[src/hw/i2cs_map.svh]
// register-free constant map of the two-wire command port
`ifndef I2CS_MAP_SVH
`define I2CS_MAP_SVH

// ----------------------------------------------------------------
// command codes
// ----------------------------------------------------------------
`define I2CS_CMD_DEVICE_RESET 8'hf0
`define I2CS_CMD_SET_READ_POINTER 8'he1
`define I2CS_CMD_WRITE_CONFIG 8'hd2
`define I2CS_CMD_ADJUST_PORT 8'hc3
`define I2CS_CMD_LINE_RESET 8'hb4
`define I2CS_CMD_LINE_SINGLE_BIT 8'h87
`define I2CS_CMD_LINE_WRITE_BYTE 8'ha5
`define I2CS_CMD_LINE_READ_BYTE 8'h96
`define I2CS_CMD_LINE_TRIPLET 8'h78

// ----------------------------------------------------------------
// byte framing
// ----------------------------------------------------------------
`define I2CS_BITS_PER_BYTE 4'h8
`define I2CS_BIT_ZERO 4'h0
`define I2CS_DIR_READ 1'b1

`endif

[src/hw/i2cs_pkg.sv]
// types shared by the two-wire command port modules
package i2cs_pkg;

  // ----------------------------------------------------------------
  // frame states
  // ----------------------------------------------------------------
  typedef enum logic [2:0] {
    I2CS_IDLE,
    I2CS_ADDR,
    I2CS_W_CMD,
    I2CS_W_PARAM,
    I2CS_W_SURPLUS,
    I2CS_R_DATA,
    I2CS_IGNORE
  } i2cs_state_t;

  // ----------------------------------------------------------------
  // whole state of the core
  // ----------------------------------------------------------------
  typedef struct packed {
    i2cs_state_t st;
    logic [3:0] bitcnt;
    logic [7:0] shreg;
    logic ack_phase;
    logic master_nack;
    logic sda_drive;
    logic [7:0] pend_code;
    logic cmd_strobe;
    logic [7:0] cmd_code;
    logic [7:0] cmd_param;
    logic cmd_has_param;
    logic [7:0] rd_ptr;
    logic dev_reset;
  } i2cs_core_t;

  typedef struct packed {
    logic scl1;
    logic scl2;
    logic scl3;
    logic sda1;
    logic sda2;
    logic sda3;
  } i2cs_sync_t;

endpackage

[src/hw/i2cs_if.sv]
// internal carrier between line synchroniser, decoder and core
`timescale 1ns/1ns
interface i2cs_if;
  logic scl_rise;
  logic scl_fall;
  logic start;
  logic stop;
  logic sda_in;
  logic [7:0] code;
  logic known;
  logic has_param;
  logic busy_check;

  modport sync (output scl_rise, output scl_fall, output start, output stop, output sda_in);
  modport dec (input code, output known, output has_param, output busy_check);
  modport core (input scl_rise, input scl_fall, input start, input stop, input sda_in,
                output code, input known, input has_param, input busy_check);
endinterface

[src/hw/i2cs_port.sv]
// two-wire slave command port: framing, addressing, command intake, pointer reads
//
// Behaviour
// - bytes move msb first, each followed by one acknowledge bit.
// - sda falling while scl high starts a frame.
// - sda rising while scl high ends the frame.
// - a start without preceding stop begins a new transfer.
// - sda changes only while scl low, except start and stop.
// - received bits are taken on scl rising, one pulse per bit.
// - transmitted bits change after scl falling, valid at next rise.
// - an acknowledging receiver holds sda low through the ack high phase.
// - respond only when the upper seven address bits match.
// - address lsb zero means write, one means read.
// - refused bytes are left unacknowledged with sda released.
// - master nack on a read makes the device release sda.
// - first write byte is a command, maybe followed by a parameter.
// - ack valid codes and expected parameters, never surplus or invalid.
// - reads return the pointed register, repeated on every byte.
// - decode device reset, set read pointer and write configuration.
// - decode line reset, single bit and write byte.
// - decode line read byte, triplet and port adjust.
// - works at 100 and 400 kbps bus rates.
// - line commands are refused while the line busy flag is set.
`timescale 1ns/1ns
`include "i2cs_map.svh"
module i2cs_port
  import i2cs_pkg::*;
#(
  parameter logic [6:0] SLAVE_ADDR = 7'h2a, // arbitrary value, set per build
  parameter logic [7:0] PTR_RESET = 8'h00
) (
  // clock and reset
  input wire logic clk_sys,
  input wire logic rst,
  // two-wire bus pins (sda is open drain)
  input wire logic scl_i,
  input wire logic sda_i,
  output logic sda_o,
  output logic sda_oe,
  // single-wire side state
  input wire logic line_busy_flag,
  // parameter check by the register side
  output logic [7:0] param_code,
  output logic [7:0] param_byte,
  input wire logic param_ok,
  // accepted command
  output logic cmd_strobe,
  output logic [7:0] cmd_code,
  output logic [7:0] cmd_param,
  output logic cmd_has_param,
  output logic device_reset,
  // read path
  output logic [7:0] read_pointer,
  input wire logic [7:0] read_data
);
  import i2cs_pkg::*;

  // ----------------------------------------------------------------
  // submodules
  // ----------------------------------------------------------------
  i2cs_if bus_if ();

  i2cs_line_sync u_sync (
    .clk_sys(clk_sys),
    .rst(rst),
    .scl_i(scl_i),
    .sda_i(sda_i),
    .ev(bus_if.sync)
  );

  i2cs_cmd_dec u_dec (
    .dc(bus_if.dec)
  );

  i2cs_core_t r;
  i2cs_core_t next_r;

  // the byte just shifted in is the candidate command code
  assign bus_if.code = r.shreg;

  // ----------------------------------------------------------------
  // helpers
  // ----------------------------------------------------------------
  function automatic logic [3:0] bit_inc(input logic [3:0] c);
    bit_inc = c + 4'h1;
  endfunction

  function automatic logic byte_done(input logic [3:0] c);
    byte_done = (c == `I2CS_BITS_PER_BYTE);
  endfunction

  // ----------------------------------------------------------------
  // frame engine
  // ----------------------------------------------------------------
  always_comb begin
    next_r = r;
    next_r.cmd_strobe = 1'b0;
    next_r.dev_reset = 1'b0;

    if (bus_if.stop) begin
      // stop ends everything, partial byte dropped
      next_r.st = I2CS_IDLE;
      next_r.sda_drive = 1'b0;
      next_r.ack_phase = 1'b0;
      next_r.bitcnt = `I2CS_BIT_ZERO;
    end else if (bus_if.start) begin
      // start or repeated start always rearms address intake
      next_r.st = I2CS_ADDR;
      next_r.sda_drive = 1'b0;
      next_r.ack_phase = 1'b0;
      next_r.bitcnt = `I2CS_BIT_ZERO;
    end else if (r.st == I2CS_IDLE || r.st == I2CS_IGNORE) begin
      // stay off the bus until the next start; sda left high
      next_r.sda_drive = 1'b0;
    end else if (bus_if.scl_rise) begin
      if (!r.ack_phase) begin
        if (r.st != I2CS_R_DATA) begin
          // one shift per scl pulse, msb arrives first
          next_r.shreg = {r.shreg[6:0], bus_if.sda_in};
        end
        next_r.bitcnt = bit_inc(r.bitcnt);
      end else if (r.st == I2CS_R_DATA) begin
        next_r.master_nack = bus_if.sda_in;
      end
    end else if (bus_if.scl_fall) begin
      // every sda change is made just after scl falls
      if (r.ack_phase) begin
        next_r.ack_phase = 1'b0;
        next_r.bitcnt = `I2CS_BIT_ZERO;
        if (r.st == I2CS_R_DATA) begin
          if (r.master_nack) begin
            next_r.st = I2CS_IGNORE;
            next_r.sda_drive = 1'b0;
          end else begin
            // same pointed register again, msb out first
            next_r.shreg = read_data;
            next_r.sda_drive = ~read_data[7];
          end
        end else begin
          next_r.sda_drive = 1'b0;
        end
      end else if (r.st == I2CS_R_DATA) begin
        if (byte_done(r.bitcnt)) begin
          // free sda for the master's acknowledge
          next_r.sda_drive = 1'b0;
          next_r.ack_phase = 1'b1;
          next_r.master_nack = 1'b1;
        end else begin
          next_r.shreg = {r.shreg[6:0], 1'b0};
          next_r.sda_drive = ~r.shreg[6];
        end
      end else if (byte_done(r.bitcnt)) begin
        next_r.ack_phase = 1'b1;
        next_r.sda_drive = 1'b0;
        case (r.st)
          I2CS_ADDR: begin
            if (r.shreg[7:1] == SLAVE_ADDR) begin
              next_r.sda_drive = 1'b1;
              next_r.master_nack = 1'b0;
              if (r.shreg[0] == `I2CS_DIR_READ) begin
                next_r.st = I2CS_R_DATA;
              end else begin
                next_r.st = I2CS_W_CMD;
              end
            end else begin
              next_r.st = I2CS_IGNORE;
            end
          end
          I2CS_W_CMD: begin
            if (bus_if.known && !(bus_if.busy_check && line_busy_flag)) begin
              next_r.sda_drive = 1'b1;
              next_r.pend_code = r.shreg;
              if (bus_if.has_param) begin
                next_r.st = I2CS_W_PARAM;
              end else begin
                next_r.st = I2CS_W_SURPLUS;
                next_r.cmd_strobe = 1'b1;
                next_r.cmd_code = r.shreg;
                next_r.cmd_has_param = 1'b0;
                if (r.shreg == `I2CS_CMD_DEVICE_RESET) begin
                  next_r.dev_reset = 1'b1;
                  next_r.rd_ptr = PTR_RESET;
                end
              end
            end else begin
              next_r.st = I2CS_IGNORE;
            end
          end
          I2CS_W_PARAM: begin
            if (param_ok) begin
              next_r.sda_drive = 1'b1;
              next_r.st = I2CS_W_SURPLUS;
              next_r.cmd_strobe = 1'b1;
              next_r.cmd_code = r.pend_code;
              next_r.cmd_param = r.shreg;
              next_r.cmd_has_param = 1'b1;
              if (r.pend_code == `I2CS_CMD_SET_READ_POINTER) begin
                next_r.rd_ptr = r.shreg;
              end
            end else begin
              next_r.st = I2CS_IGNORE;
            end
          end
          default: begin
            // surplus bytes are never acknowledged
            next_r.st = I2CS_IGNORE;
          end
        endcase
      end
    end
  end

  // ----------------------------------------------------------------
  // state register
  // ----------------------------------------------------------------
  // sampling at 100 MHz leaves over a hundred samples per scl half
  // period even at fast rate, so no extra filtering is needed
  always_ff @(posedge clk_sys or posedge rst) begin
    if (rst) begin
      r.st <= I2CS_IDLE;
      r.bitcnt <= `I2CS_BIT_ZERO;
      r.shreg <= 8'h00;
      r.ack_phase <= 1'b0;
      r.master_nack <= 1'b1;
      r.sda_drive <= 1'b0;
      r.pend_code <= 8'h00;
      r.cmd_strobe <= 1'b0;
      r.cmd_code <= 8'h00;
      r.cmd_param <= 8'h00;
      r.cmd_has_param <= 1'b0;
      r.rd_ptr <= PTR_RESET;
      r.dev_reset <= 1'b0;
    end else begin
      r <= next_r;
    end
  end

  // ----------------------------------------------------------------
  // outputs
  // ----------------------------------------------------------------
  // open drain: only ever pulls low
  assign sda_o = 1'b0;
  assign sda_oe = r.sda_drive;
  assign param_code = r.pend_code;
  assign param_byte = r.shreg;
  assign cmd_strobe = r.cmd_strobe;
  assign cmd_code = r.cmd_code;
  assign cmd_param = r.cmd_param;
  assign cmd_has_param = r.cmd_has_param;
  assign device_reset = r.dev_reset;
  assign read_pointer = r.rd_ptr;
endmodule // i2cs_port

[src/hw/i2cs_line_sync.sv]
// two-flop synchroniser and edge / condition detector for the bus pins
`timescale 1ns/1ns
module i2cs_line_sync
  import i2cs_pkg::*;
(
  // clock and reset
  input wire logic clk_sys,
  input wire logic rst,
  // bus pins
  input wire logic scl_i,
  input wire logic sda_i,
  // events
  i2cs_if.sync ev
);
  import i2cs_pkg::*;

  i2cs_sync_t r;
  i2cs_sync_t next_r;

  always_comb begin
    next_r = r;
    next_r.scl1 = scl_i;
    next_r.scl2 = r.scl1;
    next_r.scl3 = r.scl2;
    next_r.sda1 = sda_i;
    next_r.sda2 = r.sda1;
    next_r.sda3 = r.sda2;
  end

  // idle bus is high on both lines
  always_ff @(posedge clk_sys or posedge rst) begin
    if (rst) begin
      r <= '1;
    end else begin
      r <= next_r;
    end
  end

  // only stages two and three are looked at
  assign ev.scl_rise = r.scl2 & ~r.scl3;
  assign ev.scl_fall = ~r.scl2 & r.scl3;
  assign ev.start = r.scl2 & r.scl3 & r.sda3 & ~r.sda2;
  assign ev.stop = r.scl2 & r.scl3 & ~r.sda3 & r.sda2;
  assign ev.sda_in = r.sda2;
endmodule // i2cs_line_sync

[src/hw/i2cs_cmd_dec.sv]
// command code classifier
`timescale 1ns/1ns
`include "i2cs_map.svh"
module i2cs_cmd_dec
  import i2cs_pkg::*;
(
  // classification port
  i2cs_if.dec dc
);
  import i2cs_pkg::*;

  always_comb begin
    dc.known = 1'b1;
    dc.has_param = 1'b0;
    dc.busy_check = 1'b1;
    case (dc.code)
      `I2CS_CMD_DEVICE_RESET: begin
        dc.busy_check = 1'b0;
      end
      `I2CS_CMD_SET_READ_POINTER: begin
        dc.has_param = 1'b1;
        dc.busy_check = 1'b0;
      end
      `I2CS_CMD_WRITE_CONFIG: begin
        dc.has_param = 1'b1;
      end
      `I2CS_CMD_LINE_RESET, `I2CS_CMD_LINE_READ_BYTE: begin
        dc.has_param = 1'b0;
      end
      `I2CS_CMD_LINE_SINGLE_BIT, `I2CS_CMD_LINE_WRITE_BYTE, `I2CS_CMD_LINE_TRIPLET,
      `I2CS_CMD_ADJUST_PORT: begin
        dc.has_param = 1'b1;
      end
      default: begin
        dc.known = 1'b0;
        dc.busy_check = 1'b0;
      end
    endcase
  end
endmodule // i2cs_cmd_dec

[config.mk]
export PLATFORM = sky130hd
export DESIGN_NAME = i2cs_port
export DESIGN_NICKNAME = d
export VERILOG_FILES = /design/src/hw/i2cs_pkg.sv /design/src/hw/i2cs_if.sv /design/src/hw/i2cs_port.sv /design/src/hw/i2cs_line_sync.sv /design/src/hw/i2cs_cmd_dec.sv
export VERILOG_INCLUDE_DIRS = /design/src /design/src/hw
export SDC_FILE = /design/constraint.sdc
export NUM_CORES = 1
export LEC_CHECK = 0
export BUFFER_PORTS_ARGS = -buffer_cell sky130_fd_sc_hd__buf_2
export CAP_MARGIN = 20
export CELL_PAD_IN_SITES_DETAIL_PLACEMENT = 1
export CELL_PAD_IN_SITES_GLOBAL_PLACEMENT = 2
export CORE_ASPECT_RATIO = 1.2
export CORE_MARGIN = 2
export CORE_UTILIZATION = 34
export DETAILED_ROUTE_END_ITERATION = 10
export HOLD_SLACK_MARGIN = 0.02
export PLACE_DENSITY_LB_ADDON = 0.05
export SYNTH_ARGS = -nofsm -noshare
export SYNTH_HDL_FRONTEND = slang
export SYNTH_SLANG_ARGS = --single-unit
[constraint.sdc]
create_clock -name clk_sys -period 3 [get_ports clk_sys]
set_clock_uncertainty 0.2 [all_clocks]
set_input_delay 0.15 -clock clk_sys [delete_from_list [all_inputs] [get_ports clk_sys]]
set_output_delay 0.15 -clock clk_sys [all_outputs]
set_load 0.005 [all_outputs]
==> results.txt, run 1 <==
----------------------------------------------------
[Floorplanning]
  Die area ... 11600 um^2
  Total I/O pin count ... 59
  Horizontal extent of the die ... 98.6 um
  Die H ... 117 um
  Starting utilization of the core area ... 34.9%
  Core Region ... 10500 um^2
  Count of standard-cell rows ... 41

[CTS]
  H-tree depth ... 3
  Number of buffers inserted by hold repair at cts ... 12
  Number of CTS-inserted buffers ... 9
  CTS resizes ... 0
  Clock Latency Late Sink ... 0.33 ns
  Post-CTS Setup Bufs ... 0
  Number of sinks handled by clock tree synthesis ... 59
  CTS tree ... yes
  Number of buffers on the longest clock path ... 2
  Root buffer cell ... sky130_fd_sc_hd__clkbuf_16
  Post-CTS clock slew at the launch and capture registers of the worst setup and hold paths ... 0.05 ns

[Drt]
  Total iterations of the first detailed-routing run ... 4
  Via density per instance ... 5.12
  Final WL ... 10200 um
  Post-detailed-route DRC marker count ... 0
  Remaining number of nets flagged by the antenna check after routing ... 0
  Total number of vias ... 3001
  Avg WL per Cell ... 17.4 um
  First-iteration detailed-routing DRC count ... 121

[Yosys]
  Top area cells in the synthesized netlist ... sky130_fd_sc_hd__dfrtp_1 36%, sky130_fd_sc_hd__buf_4 9.1%, sky130_fd_sc_hd__dfstp_2 5.0%
  Post-synthesis instance area ... 3650 um^2
  Avg Synthesized Cell Area ... 8.85 um^2
  Share of synthesized flip-flops with an asynchronous set or reset ... 100%
  Distinct cell type count of the synthesized netlist ... 58
  Number of instances in the synthesized netlist ... 412
  Most common flop cell mapped by yosys ... sky130_fd_sc_hd__dfrtp_1
  Count of yosys warnings during synthesis ... 0
  Synthesized netlist net count ... 431
  Sequential element share of the synthesized area ... 40.7%
  Number of synthesized register bits ... 59
  Post-synth top area share ... 35.7%
  Library cell occupying the most area in the post-synthesis netlist ... sky130_fd_sc_hd__dfrtp_1
  Post-synth EDFFs ... 0

[Worst setup path]
  Count of cells along the worst register-to-register path ... 8
  Required time worst endpoint ... 2.99 ns
  Slowest cell on the critical path ... sky130_fd_sc_hd__a2111oi_4
  Critical path arrival ... 2.67 ns
  Largest delay contributor family on the critical path ... simple AND/OR/NAND/NOR gates
  Worst path cell trace ... inv_1 > ha_1 > and4bb_2 > nand3_1 > or2_1 > a2111oi_4 > o21ai_4 > mux2i_1
  Flop2flop setup slack ... 0.33 ns
  Endpoint of the worst-slack reg-to-reg timing path ... read_pointer[6]
  CP Max Fanout ... 8
  Worst path buffer plus inverter count ... 1
  Critical path launch point type ... flip-flop
  Setup CP Type ... reg -> reg
  Slowest stage delay, CP ... 0.47 ns
  Category of the worst setup path capture point ... flip-flop
  RR Startpoint ... r[46]

[Finish]
  Synthesis-to-layout area growth ... 18.3%
  Layout Nets ... 471
  Share of post-route cells with drive strength above 1 ... 24.7%
  Post-Route Utilization ... 41.2%
  Ant diodes ... 0
  Fin cells ... 586

[Placed design]
  Final weighted congestion in routability-driven placement ... 0.809
  Buffers added on ports ... 57
  Hpwl dp ... 7340 um
  Placed insts ... 558

[Pwr]
  Clock power share ... 36.4%
  Net switching power of the design ... 0.945 mW
  Total power divided by cell area ... 675 nW/um^2
  Post-layout power ... 2.91 mW
  IR drop worst, VDD ... 0.263 mV
  Part of the total power dissipated in combinational logic ... 28.0%
  Static leakage ... 2.02 nW
  Fraction of power spent switching nets ... 32.5%
  Internal cell power ... 1.97 mW
  Seq pwr share ... 35.6%

[Timing]
  RSZ-0062 raised after global routing ... no
  Max Freq ... 374 MHz
  Slew Limit Fails ... 0
  Relative slew slack ... 54.7%
  Worst Tran Pin Value ... 0.677 ns
  Fraction of the cycle the final worst path needs ... 89.1%
  Fin crit period ... 2.67 ns
  Final hold vios ... 0
  Fin Setup TNS ... 0 ns
  Final setup violation count ... 0
  Hold Slack ... 0.155 ns

[Global routing]
  Total gr overflow ... 0
  Global-route wire length before repair ... 16800 um
  Initial antenna violation count ... 0
  Met2 Use GR ... 31.4%
  Via count of the first global-routing pass ... 3076
  Grt met3 use ... 3.80%
  Global-route layer with the greatest usage ... met2
  Pin count of the biggest net entering global routing ... 60
  Met1 global-route usage ... 23.3%
  Total track usage ... 18.6%

[Min path]
  Number of cells traversed by the worst hold path ... 0
  Hold worst-path end ... u_sync.ev.sda_in
  Classification of the worst-slack hold path ... reg -> reg
  Origin of the worst min-delay path ... u_sync.next_r[1]

[Run]
  Max cap viols ... 0

[Outcome]
  Run status ... complete, no violations

----------------------------------------------------
[state kept, by name, summed over array words and instances, names as in the netlist]
register,flops
r,9
cmd_code,8
cmd_param,8
param_byte,8
param_code,8
read_pointer,8
u_sync.next_r,3
u_sync.r,2
cmd_has_param,1
cmd_strobe,1
device_reset,1
sda_oe,1
u_sync.ev.sda_in,1
[cells in the mapped netlist, drive strengths merged (6+ instances only)]
master,n
nor3,7
buf,51
nor4,6
clkbuf,13
dfrtp,52
xnor2,6
nand3,6
a21oi,25
mux2i,18
a22oi,11
nor2,34
nand2b,9
inv,38
dfstp,7
nand4,10
o21ai,27
nor2b,7
nand2,29
[cells in the final DEF (no fill, tap or decap), types with 3 or more instances in the layout]
master                          count
sky130_fd_sc_hd__clkbuf_1           3
sky130_fd_sc_hd__inv_1             36
sky130_fd_sc_hd__nor4bb_1           3
sky130_fd_sc_hd__clkbuf_8           3
sky130_fd_sc_hd__buf_2             57
sky130_fd_sc_hd__nand2b_1           7
sky130_fd_sc_hd__dfstp_2            7
sky130_fd_sc_hd__dlygate4sd3_1     12
sky130_fd_sc_hd__nand3b_1           3
sky130_fd_sc_hd__nand2_1           29
sky130_fd_sc_hd__or3_1              5
sky130_fd_sc_hd__nand4_1           10
sky130_fd_sc_hd__xnor2_1            6
sky130_fd_sc_hd__clkbuf_16          9
sky130_fd_sc_hd__nor2b_1            7
sky130_fd_sc_hd__o21ai_0           26
sky130_fd_sc_hd__nor3_1             6
sky130_fd_sc_hd__nor4b_1            3
sky130_fd_sc_hd__nor4_1             4
sky130_fd_sc_hd__buf_4             22
sky130_fd_sc_hd__mux2i_1           18
sky130_fd_sc_hd__dfrtp_1           52
sky130_fd_sc_hd__a31oi_1            5
sky130_fd_sc_hd__nand3_1            6
sky130_fd_sc_hd__a21oi_1           25
sky130_fd_sc_hd__a211oi_1           4
sky130_fd_sc_hd__nor2_1            34
sky130_fd_sc_hd__a22oi_1           11
sky130_fd_sc_hd__ha_1               5
[kinds of logic after synthesis]
family	after synthesis	share of synthesized area, %
other cells	1	0.103
simple gates	136	20.7
mux	19	5.25
fa+ha+maj	5	1.72
buf+inv	102	15.4
xor+xnor	7	1.68
flops	59	40.7
compound gates	83	14.4
[metal layers]
| metal | up-vias | share of wire [%] |
|---|---|---|
| met2 | 41 | 50 |
| li1 | 1456 | - |
| met5 | - | 0 |
| met4 | 0 | 1.8 |
| met3 | 14 | 3.0 |
| met1 | 1490 | 45 |
[area by class of cell]
| cell class | count | area (um^2) |
|---|---|---|
| inverter | 38 | 143 |
| clock inverter | 1 | 30.0 |
| timing repair buffer | 93 | 611 |
| tap | 129 | 161 |
| sequential | 59 | 1490 |
| multi-input combinational | 251 | 1610 |
| fill | 1248 | 6150 |
| clock buffer | 15 | 278 |
[power by group through the flow]
stage | clock network (mW) | logic [mW] | registers [mW]
2_1_floorplan | 0 | 0.634 | 0.980
3_3_place_gp | 0 | 0.807 | 1.04
3_5_place_dp | 0 | 0.810 | 1.05
4_1_cts | 1.10 | 0.826 | 1.04
5_1_grt | 1.13 | 0.897 | 1.05
6_report | 1.06 | 0.815 | 1.04
[through the flow]
stage / worst slack, ns / cell area [um^2]
floorplan: 0.375 / 3650
global placement: 0.438 / 3880
detailed placement: 0.369 / 3880
CTS: 0.355 / 4310
global route: 0.170 / 4310
finish: 0.327 / 4310
[how the worst max path moves through the flow]
stage                              from              end  slack (ns)  depth (start not counted)
after detailed placement          r[46]  read_pointer[1]        0.37                          8
after global routing              r[46]  read_pointer[4]        0.17                          8
after floorplan             u_sync.r[3]    cmd_has_param        0.37                          8
after CTS                         r[46]  read_pointer[6]        0.35                          8
final                             r[46]  read_pointer[6]        0.33                          8
after global placement    param_byte[7]            r[51]        0.44                          6
No activity file was read; power rests on OpenSTA's default activity.
==> run 2, diff against run 1 <==
--- a/config.mk
+++ b/config.mk
@@ -12,7 +12,8 @@
 export CELL_PAD_IN_SITES_GLOBAL_PLACEMENT = 2
 export CORE_ASPECT_RATIO = 1.2
 export CORE_MARGIN = 2
-export CORE_UTILIZATION = 34
+export CORE_UTILIZATION = 36
+export CTS_BUF_LIST = sky130_fd_sc_hd__clkbuf_4 sky130_fd_sc_hd__clkbuf_8
 export DETAILED_ROUTE_END_ITERATION = 10
 export HOLD_SLACK_MARGIN = 0.02
 export PLACE_DENSITY_LB_ADDON = 0.05
==> run 2 against run 1 <==
Against the previous run: wire length grew 1.9%; sequential cell count is the same; cell area shrank 3.7%; combinational power grew 3.2%; critical path depth shrank 2; non-clock buffer count shrank 1; die area shrank 5.4%.
==> results.txt, run 2 (synthesized netlist as in run 1, its figures left out) <==
----------------------------------------------------
[Floorplanning]
  Starting utilization of the core area ... 36.6%
  Count of standard-cell rows ... 40
  Core Region ... 9960 um^2
  Die H ... 114 um
  Total I/O pin count ... 59
  Die area ... 11000 um^2
  Horizontal extent of the die ... 95.9 um

[CTS]
  CTS resizes ... 0
  Number of sinks handled by clock tree synthesis ... 59
  H-tree depth ... 3
  Root buffer cell ... sky130_fd_sc_hd__clkbuf_8
  Post-CTS clock slew at the launch and capture registers of the worst setup and hold paths ... 0.07 ns
  Number of buffers on the longest clock path ... 2
  Number of buffers inserted by hold repair at cts ... 12
  Clock Latency Late Sink ... 0.35 ns
  Post-CTS Setup Bufs ... 0
  Number of CTS-inserted buffers ... 9
  CTS tree ... yes

[Finish]
  Most common cell after layout, fill and taps aside ... sky130_fd_sc_hd__buf_2
  Register Area ... 1490 um^2
  Ant diodes ... 0
  Layout Nets ... 470
  Leading cell types in the layout, fill and taps excluded ... 57 x sky130_fd_sc_hd__buf_2, 52 x sky130_fd_sc_hd__dfrtp_1, 36 x sky130_fd_sc_hd__inv_1
  Register with the most flip-flops ... r
  Share of post-route cells with drive strength above 1 ... 25.2%
  Multi-input logic area ... 1610 um^2
  Filler instances ... 1197
  Post-Route Utilization ... 41.7%
  Fin cells ... 582
  Finished layout cell area ... 4150 um^2
  Synthesis-to-layout area growth ... 13.9%
  Number of flip-flops under the largest register name ... 9

[Timing]
  Final hold vios ... 0
  Fin crit period ... 2.61 ns
  Max Freq ... 383 MHz
  Final setup violation count ... 0
  Fraction of the cycle the final worst path needs ... 86.9%
  Final setup slack of the worst path ... 0.392 ns
  Relative slew slack ... 47.7%
  Worst Tran Pin Value ... 0.785 ns
  Slew Limit Fails ... 0
  Hold Slack ... 0.158 ns
  RSZ-0062 raised after global routing ... no
  Fin Setup TNS ... 0 ns

[Placed design]
  Hpwl dp ... 7530 um
  Buffers added on ports ... 57
  Placed insts ... 554
  Final weighted congestion in routability-driven placement ... 0.882
  Instance area at placement ... 3850 um^2
  Worst slack at placement ... 0.408 ns

[Global routing]
  Pin count of the biggest net entering global routing ... 60
  Total track usage ... 20.5%
  Via count of the first global-routing pass ... 3152
  Initial antenna violation count ... 0
  Global-route wire length before repair ... 16800 um
  Total gr overflow ... 0

[Drt]
  Total iterations of the first detailed-routing run ... 4
  Final WL ... 10400 um
  Via density per instance ... 5.12
  Avg WL per Cell ... 17.9 um
  First-iteration detailed-routing DRC count ... 109
  Post-detailed-route DRC marker count ... 0
  Remaining number of nets flagged by the antenna check after routing ... 0
  Total number of vias ... 2980

[Worst setup path]
  Required time worst endpoint ... 3.01 ns
  RR Startpoint ... param_byte[6]
  Launch point of the critical path ... param_byte[6]
  Critical path launch point type ... flip-flop
  Critical path arrival ... 2.62 ns
  Slowest stage delay, CP ... 0.61 ns
  Category of the worst setup path capture point ... flip-flop
  Crit path top cell by count ... sky130_fd_sc_hd__nor4b_1
  CP Max Fanout ... 9
  Slowest cell on the critical path ... sky130_fd_sc_hd__nor4b_1
  Flop2flop setup slack ... 0.39 ns
  Count of cells along the worst register-to-register path ... 6
  Worst path cell trace ... buf_4 > nor4b_1 > nand4_1 > o21ai_0 > nor4b_1 > a211oi_1
  Worst path buffer plus inverter count ... 1
  Setup CP Type ... reg -> reg
  Largest delay contributor family on the critical path ... simple AND/OR/NAND/NOR gates
  Endpoint of the worst-slack reg-to-reg timing path ... r[51]

[Outcome]
  Run status ... complete, no violations

[Pwr]
  Post-layout power ... 2.56 mW
  Total power divided by cell area ... 617 nW/um^2
  IR drop worst, VDD ... 0.366 mV
  Static leakage ... 1.96 nW

[Min path]
  Number of cells traversed by the worst hold path ... 0
  Hold worst-path end ... u_sync.ev.sda_in
  Classification of the worst-slack hold path ... reg -> reg
  Origin of the worst min-delay path ... u_sync.next_r[1]

[Run]
  Max cap viols ... 0

----------------------------------------------------
## run 2: cell types whose count changed in the layout (fill, tap and decap cells not counted)
cell	delta
sky130_fd_sc_hd__bufinv_16	-1
sky130_fd_sc_hd__clkbuf_4	+3
sky130_fd_sc_hd__clkbuf_16	-9
sky130_fd_sc_hd__buf_12	-2
sky130_fd_sc_hd__clkbuf_8	+8
sky130_fd_sc_hd__clkbuf_1	-3
sky130_fd_sc_hd__clkinv_2	+2
sky130_fd_sc_hd__buf_4	+1
## run 2: final cells by class
class / instances / share of cell area (%)
clock buffer: 14 / 4.19
clock inverter: 2 / 0.241
inverter: 38 / 3.43
multi-input combinational: 251 / 38.7
sequential: 59 / 35.8
tap: 126 / 3.80
timing repair buffer: 92 / 13.9
## run 2: metal layers
layer,track usage (%),vias up,part of all wire [%]
li1,-,1443,-
met1,25.5,1481,44
met2,34.8,43,51
met3,3.75,13,2.6
met4,7.81,0,2.1
met5,0,-,0
## run 2: worst max-delay path by stage
stage               cells past startpoint  slack [ns]               to
floorplan                               8        0.37    cmd_has_param
global placement                        6        0.32            r[51]
detailed placement                      8        0.41    cmd_has_param
CTS                                     8        0.37  read_pointer[2]
global route                            8        0.20  read_pointer[2]
finish                                  6        0.39            r[51]
## run 2: where the power goes
part           leakage [nW]  internal (mW)  switching, mW
registers             0.657          0.903          0.128
clock network         0.101          0.371          0.321
logic                  1.20          0.353          0.487
total                  1.96           1.63          0.936
==> run 3, diff against run 2 <==
--- a/config.mk
+++ b/config.mk
@@ -6,15 +6,16 @@
 export SDC_FILE = /design/constraint.sdc
 export NUM_CORES = 1
 export LEC_CHECK = 0
-export BUFFER_PORTS_ARGS = -buffer_cell sky130_fd_sc_hd__buf_2
+export ABC_AREA = 1
 export CAP_MARGIN = 20
 export CELL_PAD_IN_SITES_DETAIL_PLACEMENT = 1
 export CELL_PAD_IN_SITES_GLOBAL_PLACEMENT = 2
 export CORE_ASPECT_RATIO = 1.2
 export CORE_MARGIN = 2
-export CORE_UTILIZATION = 36
+export CORE_UTILIZATION = 38
 export CTS_BUF_LIST = sky130_fd_sc_hd__clkbuf_4 sky130_fd_sc_hd__clkbuf_8
 export DETAILED_ROUTE_END_ITERATION = 10
+export DONT_BUFFER_PORTS = 1
 export HOLD_SLACK_MARGIN = 0.02
 export PLACE_DENSITY_LB_ADDON = 0.05
 export SYNTH_ARGS = -nofsm -noshare
==> run 3 against run 2 <==
Against the previous run: critical path depth rose by 4; highest routed layer unchanged; area after synthesis rose by 6.3%; sequential share of layout area grew 1.1 points; via count increased by 6.7%; combinational power down 43%; first-iteration DRC count fell by 22%; worst hold slack worse by 0.11 ns; sequential power barely moved; critical path type unchanged; sequential cell count stayed put; cell area is 3.1% lower.
==> results.txt, run 3 <==
----------------------------------------------------
[Finish]
  Finished layout cell area ... 4030 um^2
  Share of post-route cells with drive strength above 1 ... 20.4%
  Register with the most flip-flops ... r
  Leading cell types in the layout, fill and taps excluded ... 136 x sky130_fd_sc_hd__nand2_1, 52 x sky130_fd_sc_hd__dfrtp_1, 43 x sky130_fd_sc_hd__nor2_1
  Number of flip-flops under the largest register name ... 9
  Most common cell after layout, fill and taps aside ... sky130_fd_sc_hd__nand2_1
  Layout Nets ... 509
  Ant diodes ... 0
  Synthesis-to-layout area growth ... 3.77%

[Floorplanning]
  Count of standard-cell rows ... 40
  Horizontal extent of the die ... 96.2 um
  Die area ... 11000 um^2
  Die H ... 115 um
  Starting utilization of the core area ... 38.9%
  Total I/O pin count ... 59
  Core Region ... 9960 um^2

[Min path]
  Number of cells traversed by the worst hold path ... 6
  Classification of the worst-slack hold path ... in -> reg
  Hold worst-path end ... r[51]
  Origin of the worst min-delay path ... line_busy_flag

[Timing]
  Max Freq ... 389 MHz
  Fraction of the cycle the final worst path needs ... 85.7%
  Final hold vios ... 0
  Fin Setup TNS ... 0 ns
  Fin crit period ... 2.57 ns
  Slew Limit Fails ... 0
  Relative slew slack ... 33.5%
  Worst Tran Pin Value ... 0.996 ns
  Final setup violation count ... 0
  RSZ-0062 raised after global routing ... no

[Placed design]
  Hpwl dp ... 7980 um
  Final weighted congestion in routability-driven placement ... 0.852
  Instance area at placement ... 3710 um^2
  Buffers added on ports ... 0

[Worst setup path]
  Category of the worst setup path capture point ... flip-flop
  RR Startpoint ... u_sync.next_r[3]
  Flop2flop setup slack ... 0.43 ns
  Required time worst endpoint ... 3.03 ns
  Endpoint of the worst-slack reg-to-reg timing path ... r[48]
  Critical path launch point type ... flip-flop
  Setup CP Type ... reg -> reg
  Count of cells along the worst register-to-register path ... 10
  Critical path arrival ... 2.60 ns
  CP Max Fanout ... 8

[Yosys]
  Post-synthesis instance area ... 3880 um^2
  Distinct cell type count of the synthesized netlist ... 40
  Top cells by instance count after synthesis ... 136 x sky130_fd_sc_hd__nand2_1, 52 x sky130_fd_sc_hd__dfrtp_1, 44 x sky130_fd_sc_hd__buf_4
  XOR/XNOR share of the synthesized area ... 0%
  Synthesized netlist net count ... 531
  Top area cells in the synthesized netlist ... sky130_fd_sc_hd__dfrtp_1 34%, sky130_fd_sc_hd__nand2_1 13%, sky130_fd_sc_hd__buf_4 8.5%
  Synthesized-area fraction occupied by ao, oa, aoi and oai cells ... 13.4%
  Most frequently used cell type in the post-synthesis netlist ... sky130_fd_sc_hd__nand2_1
  Avg Synthesized Cell Area ... 7.58 um^2
  Combinational family with the most area after synthesis ... simple AND/OR/NAND/NOR gates
  Number of instances in the synthesized netlist ... 512
  Share of synthesized flip-flops with an asynchronous set or reset ... 100%
  Sequential element share of the synthesized area ... 38.3%
  Count of yosys warnings during synthesis ... 0
  Most common flop cell mapped by yosys ... sky130_fd_sc_hd__dfrtp_1
  Library cell occupying the most area in the post-synthesis netlist ... sky130_fd_sc_hd__dfrtp_1
  Post-synth EDFFs ... 0
  Synth Area in Adders ... 1.61%
  Simple-gate area share of the yosys netlist ... 31.5%
  Post-synth top area share ... 33.5%
  Share of cell area taken by muxes after synthesis ... 0%
  Number of synthesized register bits ... 59

[Drt]
  Sum of met3 wire segment lengths after detailed routing ... 489 um
  Routed met1 length ... 4530 um
  Avg WL per Cell ... 17.3 um
  Total number of vias ... 3181
  Via density per instance ... 5.12
  First-iteration detailed-routing DRC count ... 85
  Total iterations of the first detailed-routing run ... 4
  Remaining number of nets flagged by the antenna check after routing ... 0
  Metal2 WL ... 5430 um
  Max Used Layer ... met4
  Final WL ... 10700 um
  Post-detailed-route DRC marker count ... 0

[Pwr]
  Static leakage ... 1.79 nW
  Total power divided by cell area ... 538 nW/um^2
  IR drop worst, VDD ... 0.240 mV

[Run]
  Max cap viols ... 0

[CTS]
  Clock Latency Late Sink ... 0.34 ns
  Number of sinks handled by clock tree synthesis ... 59
  Root buffer cell ... sky130_fd_sc_hd__clkbuf_8
  H-tree depth ... 3
  CTS tree ... yes
  Post-CTS clock slew at the launch and capture registers of the worst setup and hold paths ... 0.07 ns
  Number of CTS-inserted buffers ... 9
  Number of buffers on the longest clock path ... 2
  CTS resizes ... 0

[Global routing]
  Via count of the first global-routing pass ... 3368
  Initial antenna violation count ... 0
  Global-route wire length before repair ... 17400 um
  Total gr overflow ... 0
  Pin count of the biggest net entering global routing ... 50
  Total track usage ... 21.1%

[Outcome]
  Run status ... complete, no violations

----------------------------------------------------
run 3: cell count changes in the layout (fill, tap and decap cells not counted), moves of 17 or more:
| cell | change |
|---|---|
| sky130_fd_sc_hd__o21ai_1 | +23 |
| sky130_fd_sc_hd__a21oi_1 | -17 |
| sky130_fd_sc_hd__nand2_1 | +107 |
| sky130_fd_sc_hd__o21ai_2 | +17 |
| sky130_fd_sc_hd__buf_2 | -57 |
| sky130_fd_sc_hd__mux2i_1 | -18 |
| sky130_fd_sc_hd__nand3_1 | +35 |
run 3: how the worst max path moves through the flow:
| stage | slack (ns) | end | from | cells past startpoint |
|---|---|---|---|---|
| 3_3_place_gp | 0.39 | r[48] | u_sync.next_r[3] | 10 |
| 3_5_place_dp | 0.43 | r[48] | u_sync.next_r[3] | 10 |
| 5_1_grt | 0.17 | r[49] | u_sync.next_r[3] | 9 |
| 4_1_cts | 0.41 | r[48] | u_sync.next_r[3] | 10 |
| 2_1_floorplan | 0.71 | read_pointer[1] | u_sync.r[3] | 12 |
| 6_report | 0.43 | r[48] | u_sync.next_r[3] | 10 |
run 3: area by class of cell:
type | count | area (um^2)
fillers | 1245 | 5930
multi-input cells | 350 | 1810
flip-flops and latches | 59 | 1490
repair buffers | 24 | 223
inverters | 46 | 175
well taps | 126 | 158
clock buffers | 11 | 145
clock inverters | 5 | 30.0
run 3: kinds of logic after synthesis:
kind of cell | Yosys count
other | 1
buffers and inverters | 103
adders and majority gates | 5
and+or+nand+nor | 263
AOI/OAI and AO/OA | 81
DFF | 59
run 3: through the flow:
stage,utilization (%),setup slack [ns],total power [mW],cells,hold WS [ns]
after floorplan,-,0.714,1.38,512,-0.0455
after global placement,37.2,0.392,1.52,592,-0.0455
after detailed placement,37.2,0.429,1.53,592,-0.0455
after CTS,40.2,0.411,2.21,620,0.0393
after global routing,40.4,0.170,2.33,621,0.0714
final,40.4,0.429,2.17,621,0.0501
run 3: power breakdown:
part | switching, mW | leakage (nW) | internal [mW]
logic | 0.320 | 0.914 | 0.161
registers | 0.172 | 0.789 | 0.863
clock network | 0.324 | 0.0885 | 0.326
total | 0.816 | 1.79 | 1.35
run 3: critical path: stages, from the launching register on:
cell and delay (ns):
sky130_fd_sc_hd__dfstp_2 0.56, sky130_fd_sc_hd__ha_1 0.40, sky130_fd_sc_hd__clkinv_1 0.18, sky130_fd_sc_hd__nor2_1 0.12, sky130_fd_sc_hd__nor2_1 0.08, sky130_fd_sc_hd__nor3_1 0.36
sky130_fd_sc_hd__nor2_1 0.14, sky130_fd_sc_hd__inv_1 0.16, sky130_fd_sc_hd__nand2_1 0.09, sky130_fd_sc_hd__o22ai_1 0.12, sky130_fd_sc_hd__a21oi_1 0.06
run 3: repair_timing:
action / CTS / global route
hold buffers: 12 / 0
setup endpoints to repair: 0 / 0
hold endpoints to repair: 60 / 0
buffers inserted: 0 / 0
run 3: layer usage:
metal  vias up  track usage [%]
li1       1577                -
met1      1528             25.1
met2        58             35.8
met3        18             5.20
met4         0             8.67
met5         -                0
